**src/rtl/dlr_pkg.sv**
```systemverilog
// Package for the diagnostic and delay-line register bank.
// Assumes 16-bit processor I/O accesses decoded on a full 16-bit port address.
package dlr_pkg;
  localparam logic [15:0] PROBE_SELECT_PORT = 16'h9872;
  localparam logic [15:0] DELAY_PORT = 16'hA072;
  localparam logic [15:0] ALT_GATE_PORT = 16'h0092;
  localparam logic [15:0] PM_OUT_PORT = 16'h7072;
  localparam int REV_HI = 15;
  localparam int REV_LO = 13;
  localparam int CLK_TEST_BIT = 12;
  localparam int MASTER_REF_BIT = 11;
  localparam int AUTO_GATE_BIT = 10;
  localparam int UNUSED_BIT = 9;
  localparam int SWITCH_WIDTH_BIT = 8;
  localparam int PROC_TYPE_BIT = 7;
  localparam int READBACK_BIT = 6;
  localparam int SEL_HI = 5;
  localparam int LOCK_BIT = 7;
  localparam int FREEZE_BIT = 6;
  localparam int COUNT_HI = 5;
  localparam int ALT_GATE_BIT = 1;
  localparam int PM_GATE_BIT = 6;
  localparam logic [5:0] SEL_SPEAKER_NORMAL = 6'h00;
  localparam logic [5:0] SEL_SPEAKER_OFF = 6'h01;
  localparam logic [5:0] COUNT_RESET = 6'h20;
  localparam logic [5:0] COUNT_MAX = 6'h3F;
  localparam logic [2:0] REVISION = 3'h5;  // Arbitrary value
  // Clock-switch reset pulse timing at 25 MHz
  localparam int CLK_PERIOD_PS = 40000;
  localparam int SHORT_US = 1;
  localparam int SHORT_EXTRA_CLKS = 16;
  localparam int LONG_MS = 1;
  localparam int SHORT_CYCLES = (SHORT_US * 1000000 + CLK_PERIOD_PS - 1) / CLK_PERIOD_PS
    + SHORT_EXTRA_CLKS;
  localparam int LONG_CYCLES = (LONG_MS * 1000000000 + CLK_PERIOD_PS - 1) / CLK_PERIOD_PS;
  localparam int PULSE_W = 15;
endpackage

```
**src/rtl/dlr_pulse.sv**
```systemverilog
// Clock-switch reset pulse generator.
// Assumes the start request is a one-cycle pulse from the same clock.
`timescale 1ns/1ps
module dlr_pulse #(
  parameter int LONG_CYCLES = dlr_pkg::LONG_CYCLES
) (
  input wire logic i_clk,
  input wire logic i_resetn,
  input wire logic i_start,
  input wire logic i_long,
  output logic o_pulse
);
  logic [dlr_pkg::PULSE_W-1:0] cnt_q;

  always_ff @(posedge i_clk) begin
    if (!i_resetn) begin
      cnt_q <= '0;
    end else if (i_start) begin
      cnt_q <= i_long ? dlr_pkg::PULSE_W'(LONG_CYCLES) :
        dlr_pkg::PULSE_W'(dlr_pkg::SHORT_CYCLES);
    end else if (cnt_q != '0) begin
      cnt_q <= cnt_q - 1'b1;
    end
  end

  assign o_pulse = (cnt_q != '0);
endmodule // dlr_pulse

```
**src/rtl/dlr_regs.sv**
```systemverilog
// Diagnostic and delay-line register bank of the system controller.
// Assumes synchronous, same-clock I/O strobes; pins i_proc_type and i_probe_sig are async.
`timescale 1ns/1ps
module dlr_regs #(
  parameter int LONG_CYCLES = dlr_pkg::LONG_CYCLES
) (
  input wire logic i_clk,
  input wire logic i_resetn,
  input wire logic [15:0] i_io_addr,
  input wire logic [15:0] i_io_wdata,
  input wire logic i_io_wr,
  input wire logic i_io_rd,
  output logic [15:0] o_io_rdata,
  input wire logic i_proc_type,
  input wire logic i_kbd_gate,
  input wire logic i_kbd_data_d1_rd,
  input wire logic i_refresh,
  input wire logic i_master_refresh_req,
  input wire logic i_calib_up,
  input wire logic i_clock_switch,
  input wire logic [63:0] i_probe_sig,
  input wire logic i_speaker_in,
  output logic o_speaker,
  output logic o_probe_select_out,
  output logic o_gate_a20,
  output logic o_kbd_gate_rd,
  output logic o_master_refresh_ack,
  output logic [5:0] o_drive_strength,
  output logic o_calib_cycle,
  output logic o_switch_reset
);
  logic factory_clock_test_q;
  logic master_refresh_support_q;
  logic auto_gate_tracking_q;
  logic switch_reset_width_q;
  logic processor_type_flag_q;
  logic [5:0] probe_select_q;
  logic probe_readback_q;
  logic strength_lock_q;
  logic calibration_freeze_q;
  logic [5:0] delay_count_q;
  logic [5:0] strength_q;
  logic alternate_gate_control_q;
  logic pm_gate_q;
  logic [15:0] rdata_q;
  logic [1:0] type_sync_q;
  logic type_sampled_q;
  logic [1:0] type_fill_q;
  logic [63:0] probe_s1_q;
  logic [63:0] probe_s2_q;
  logic wr_probe_select;
  logic wr_delay;
  logic wr_alt;
  logic gate_eff;

  assign wr_probe_select = i_io_wr && (i_io_addr == dlr_pkg::PROBE_SELECT_PORT);
  assign wr_delay = i_io_wr && (i_io_addr == dlr_pkg::DELAY_PORT);
  assign wr_alt = i_io_wr && (i_io_addr == dlr_pkg::ALT_GATE_PORT);

  // Synchronisers for pins from outside the clock domain
  always_ff @(posedge i_clk) begin
    if (!i_resetn) begin
      type_sync_q <= 2'h0;
      probe_s1_q <= '0;
      probe_s2_q <= '0;
    end else begin
      type_sync_q <= {type_sync_q[0], i_proc_type};
      probe_s1_q <= i_probe_sig;
      probe_s2_q <= probe_s1_q;
    end
  end

  always_ff @(posedge i_clk) begin
    if (!i_resetn) begin
      processor_type_flag_q <= 1'b0;
      type_sampled_q <= 1'b0;
      type_fill_q <= 2'h0;
    end else if (!type_sampled_q) begin
      // Wait two edges so the synchroniser holds the strap, not its reset value
      if (type_fill_q == 2'h2) begin
        processor_type_flag_q <= type_sync_q[1];
        type_sampled_q <= 1'b1;
      end else begin
        type_fill_q <= type_fill_q + 2'h1;
      end
    end
  end

  always_ff @(posedge i_clk) begin
    if (!i_resetn) begin
      factory_clock_test_q <= 1'b0;
      master_refresh_support_q <= 1'b0;
      auto_gate_tracking_q <= 1'b0;
      switch_reset_width_q <= 1'b0;
      probe_select_q <= dlr_pkg::SEL_SPEAKER_NORMAL;
    end else if (wr_probe_select) begin
      factory_clock_test_q <= 1'b0;
      master_refresh_support_q <= i_io_wdata[dlr_pkg::MASTER_REF_BIT];
      auto_gate_tracking_q <= i_io_wdata[dlr_pkg::AUTO_GATE_BIT];
      switch_reset_width_q <= i_io_wdata[dlr_pkg::SWITCH_WIDTH_BIT];
      probe_select_q <= i_io_wdata[dlr_pkg::SEL_HI:0];
    end
  end

  always_ff @(posedge i_clk) begin
    if (!i_resetn) begin
      probe_readback_q <= 1'b0;
    end else begin
      probe_readback_q <= probe_s2_q[probe_select_q];
    end
  end

  assign o_speaker = (probe_select_q == dlr_pkg::SEL_SPEAKER_OFF) ? 1'b0 : i_speaker_in;
  assign o_probe_select_out = 1'b0;

  assign o_master_refresh_ack = master_refresh_support_q && i_master_refresh_req;

  always_ff @(posedge i_clk) begin
    if (!i_resetn) begin
      alternate_gate_control_q <= 1'b0;
    end else if (wr_alt) begin
      alternate_gate_control_q <= i_io_wdata[dlr_pkg::ALT_GATE_BIT];
    end else if (auto_gate_tracking_q) begin
      alternate_gate_control_q <= i_kbd_gate;
    end
  end

  assign gate_eff = alternate_gate_control_q | i_kbd_gate;
  assign o_gate_a20 = gate_eff;

  assign o_kbd_gate_rd = i_kbd_data_d1_rd ? alternate_gate_control_q : i_kbd_gate;

  always_ff @(posedge i_clk) begin
    if (!i_resetn) begin
      pm_gate_q <= 1'b0;
    end else if (wr_alt) begin
      pm_gate_q <= i_io_wdata[dlr_pkg::ALT_GATE_BIT] | i_kbd_gate;
    end else if (i_refresh) begin
      pm_gate_q <= gate_eff;
    end
  end

  always_ff @(posedge i_clk) begin
    if (!i_resetn) begin
      strength_lock_q <= 1'b0;
      calibration_freeze_q <= 1'b0;
    end else if (wr_delay) begin
      strength_lock_q <= i_io_wdata[dlr_pkg::LOCK_BIT];
      calibration_freeze_q <= i_io_wdata[dlr_pkg::FREEZE_BIT];
    end
  end

  assign o_calib_cycle = i_refresh && !calibration_freeze_q;

  always_ff @(posedge i_clk) begin
    if (!i_resetn) begin
      delay_count_q <= dlr_pkg::COUNT_RESET;
    end else if (wr_delay && calibration_freeze_q) begin
      delay_count_q <= i_io_wdata[dlr_pkg::COUNT_HI:0];
    end else if (o_calib_cycle) begin
      if (i_calib_up && delay_count_q != dlr_pkg::COUNT_MAX) begin
        delay_count_q <= delay_count_q + 6'h01;
      end else if (!i_calib_up && delay_count_q != 6'h00) begin
        delay_count_q <= delay_count_q - 6'h01;
      end
    end
  end

  always_ff @(posedge i_clk) begin
    if (!i_resetn) begin
      strength_q <= dlr_pkg::COUNT_RESET;
    end else if (!strength_lock_q) begin
      strength_q <= delay_count_q;
    end
  end
  assign o_drive_strength = strength_q;

  dlr_pulse #(
    .LONG_CYCLES(LONG_CYCLES)
  ) u_pulse (
    .i_clk(i_clk),
    .i_resetn(i_resetn),
    .i_start(i_clock_switch),
    .i_long(switch_reset_width_q),
    .o_pulse(o_switch_reset)
  );

  // Read mux; revision and read-only bits come from hardware only
  always_ff @(posedge i_clk) begin
    if (!i_resetn) begin
      rdata_q <= 16'h0000;
    end else if (i_io_rd) begin
      if (i_io_addr == dlr_pkg::PROBE_SELECT_PORT) begin
        rdata_q <= {dlr_pkg::REVISION, factory_clock_test_q, master_refresh_support_q,
          auto_gate_tracking_q, 1'b0, switch_reset_width_q, processor_type_flag_q,
          probe_readback_q, probe_select_q};
      end else if (i_io_addr == dlr_pkg::DELAY_PORT) begin
        rdata_q <= {8'h00, strength_lock_q, calibration_freeze_q, delay_count_q};
      end else if (i_io_addr == dlr_pkg::ALT_GATE_PORT) begin
        rdata_q <= {14'h0000, alternate_gate_control_q, 1'b0};
      end else if (i_io_addr == dlr_pkg::PM_OUT_PORT) begin
        rdata_q <= {9'h000, pm_gate_q, 6'h00};
      end else begin
        rdata_q <= 16'h0000;
      end
    end
  end
  assign o_io_rdata = rdata_q;
endmodule // dlr_regs

```
**config.mk**
```make
export PLATFORM = sky130hd
export DESIGN_NAME = dlr_regs
export DESIGN_NICKNAME = d
export VERILOG_FILES = /design/src/rtl/dlr_pkg.sv /design/src/rtl/dlr_pulse.sv /design/src/rtl/dlr_regs.sv
export SDC_FILE = /design/constraint.sdc
export NUM_CORES = 1
export LEC_CHECK = 0
export ABC_AREA = 0
export BUFFER_PORTS_ARGS = -buffer_cell sky130_fd_sc_hd__buf_2
export CORE_ASPECT_RATIO = 1.1
export CORE_MARGIN = 2
export CORE_UTILIZATION = 45
export DETAILED_ROUTE_END_ITERATION = 7
export PLACE_DENSITY = 0.67
export SYNTH_ARGS = -nofsm -noshare
export SYNTH_HDL_FRONTEND = slang
export SYNTH_SLANG_ARGS = --single-unit
```
**constraint.sdc**
```tcl
create_clock -name i_clk -period 4.5 [get_ports i_clk]
set_input_delay 0.675 -clock i_clk [delete_from_list [all_inputs] [get_ports i_clk]]
set_output_delay 0.675 -clock i_clk [all_outputs]
set_load 0.01 [all_outputs]
```
==> metrics <==
core area=15600 sq um; post-synthesis area per instance=10.7 sq um; crit share post-route=0.644; GP Congestion=~0.78; clock sinks=~190; number of vias in the routed layout=~4900; Clock H-tree levels=4; remaining antenna violation count after routing=0; full die area=about 17000 sq um; filler cell count=approximately 1400; Met2 Wirelength=~6.4 mm; IO Pins=137; Tot Pwr=3.56 mW; Clock Skews=9.19 ps; die span in x=124 um; max cap viols=0; worst-case vdd ir drop=0.233 mV; maximum fanout along the worst path=12; gate count of the mapped netlist=about 670; achievable clock frequency=~0.35 GHz; total number of nets in the final design=890; register area share after synthesis=0.525; fin crit period=about 2900 ps; initial standard-cell utilization of the core=0.457; synth unique cells=just under 70; vertical die dimension=~140 um; Clock Path Buffers=2; Leakage=around 3.6 nW; Worst Hold Class=flop to flop; most frequently used flop master after synthesis=dfxtp_1; cell types occupying the most area after synthesis=dfxtp_1, and2_1, mux2i_1; EDFF count, synth=0; slew at the pin closest to its max-slew limit=roughly 750 ps; all-layer global routing usage=0.161; maximum number of pins on one net before global-route repair=102; number of global-route vias before repair=4502; Yosys warning total=0; share of flip-flops with an asynchronous set or reset after synthesis=0; buffer cell driving the clock tree root=clkbuf_16; count of instances resized after the clock tree is built=0; Area Overhead vs Synth=17.6%; top cells by instance count after synthesis=dfxtp_1, and2_1, nand2_1; type of origin of the critical path=flop; post-CTS setup repair buffer count=0; Final Max Tran Viols=0; library cell with the highest instance count after synthesis=dfxtp_1; HPWL after detailed placement=around 9.4 mm; final number of hold-violating endpoints=0; post-layout instance count excluding filler cells=~1000; Clock transition at path regs=about 70 ps; worst-skew pair later-pin latency=~430 ps; wire length after detailed routing=approximately 13 mm; unrepaired setup endpoints after global routing=no; TritonCTS clock tree=yes; number of vias per cell after detailed routing=a little under 5; worst rel slew slack=0.499; cell area after synthesis=between 7000 and 8000 sq um; total clock buffers created by CTS=17; count of antenna diodes in the layout=0; WL met3=872 um; First-pass DRT Iterations=4; number of hold buffers added after cts=0; Avg WL per Cell=13.5 um; antenna violations before repair=0; std cell rows=48; status=completed; final global-route overflow total=0; violation count after the first detailed-routing iteration=approximately 250; power density of the placed cells=around 420 nW/um^2; post-route setup TNS=0 ps; most area-hungry cell type in the Yosys netlist=dfxtp_1; Final setup violation count=0; classification of the worst setup path=flop to primary output; CP Capture Type=primary output; share of cells above drive strength 1=0.236; required time reported for the critical path endpoint=3830 ps; CP Data Arrival Time=roughly 2200 ps; routed metal-1 wire length=around 5.8 mm; wire length of the first global-routing pass=roughly 21 mm; Placed Cells=955; buffers added on ports=between 100 and 150; synthesized flop and latch total=approximately 190; remaining design rule violation count=0; top routing layer used=met4; top cell type's share of synthesized area=0.525
## power breakdown
part	total (mW)	internal [mW]	switching, mW
registers	1.78	1.74	0.0427
logic	0.336	0.165	0.171
clock network	1.44	0.756	0.683
## metal layers
| metal | global-route usage | vias to the layer above |
|---|---|---|
| met1 | 0.191 | 2250 |
| met5 | 0 | - |
| li1 | - | 2478 |
| met3 | 0.0436 | 17 |
| met2 | 0.270 | 141 |
| met4 | 0.0712 | 0 |
## path summary, 6_finish.rpt
kind / slack, ps / cells after the start / end / from
hold reg to reg: 430 / 1 / probe_s2_q[40] / probe_s1_q[40]
setup reg to reg: 2140 / 9 / delay_count_q[4] / delay_count_q[0]
hold / removal: 430 / 1 / probe_s2_q[40] / probe_s1_q[40]
setup / recovery: 1600 / 7 / o_switch_reset / u_pulse.cnt_q[0]
## state kept, by name (all words and copies together), names as in the netlist, 2 cells and up
| register | cells |
|---|---|
| delay_count_q | 6 |
| o_drive_strength | 6 |
| o_io_rdata | 12 |
| probe_s1_q | 64 |
| probe_s2_q | 64 |
| probe_select_q | 6 |
| type_fill_q | 2 |
| type_sync_q | 2 |
| u_pulse.cnt_q | 15 |
## per-stage QoR
step | area [sq um] | hold WS [ps] | utilization | setup slack (ps)
floorplan | 7140 | 406 | - | 2400
global placement | 7800 | 414 | 0.500 | 2130
detailed placement | 7800 | 418 | 0.500 | 2080
CTS | 8390 | 419 | 0.537 | 1600
global route | 8390 | 422 | 0.537 | 1370
finish | 8390 | 430 | 0.537 | 1600
## final cells by class
| cell class | instances | area [sq um] | share of cell area |
|---|---|---|---|
| clock inverters | 14 | 145 | 0.0173 |
| clock buffers | 18 | 439 | 0.0523 |
| inverters | 15 | 56.3 | 0.00671 |
| flip-flops and latches | 187 | 3740 | 0.446 |
| repair buffers | 129 | 653 | 0.0779 |
| multi-input cells | 424 | 3100 | 0.370 |
| well taps | 200 | 250 | 0.0298 |
## worst max-delay path, cell delays in order (launching register included)
cell and delay (ps):
dfxtp_1 340, inv_1 100, ha_1 170, nor4b_1 230
nand3_1 410, nor2_1 260, inv_1 140, buf_2 160
## placed cells by master (no fill, tap or decap), drive strengths merged, types with 3 or more instances in the layout
cell type and instances:
mux2 5, conb 4, dfxtp 187, mux2i 22
o31ai 3, nand2 28, and3 9, o21a 5
nor3 8, nand2b 5, buf 129, mux4 12
a21oi 9, nor4 6, nand3 20, nor2 18
o22ai 4, a31oi 8, nand4b 4, xor2 13
ha 7, and2 138, a21boi 19, o21ai 7
clkbuf 18, inv 25, nand4 6, nor2b 25
o211ai 3
## cell families (layout without fill, tap and decap cells)
| kind of cell | Yosys count | after routing | share of synthesized area |
|---|---|---|---|
| other cells | 1 | 4 | 0.000526 |
| xor+xnor | 15 | 15 | 0.0184 |
| compound gates | 79 | 79 | 0.0805 |
| buf+inv | 57 | 176 | 0.0419 |
| flops | 187 | 187 | 0.525 |
| fa+ha+maj | 8 | 8 | 0.0151 |
| simple gates | 279 | 279 | 0.240 |
| mux | 39 | 39 | 0.0782 |
Power figures use the tool's default switching activity.
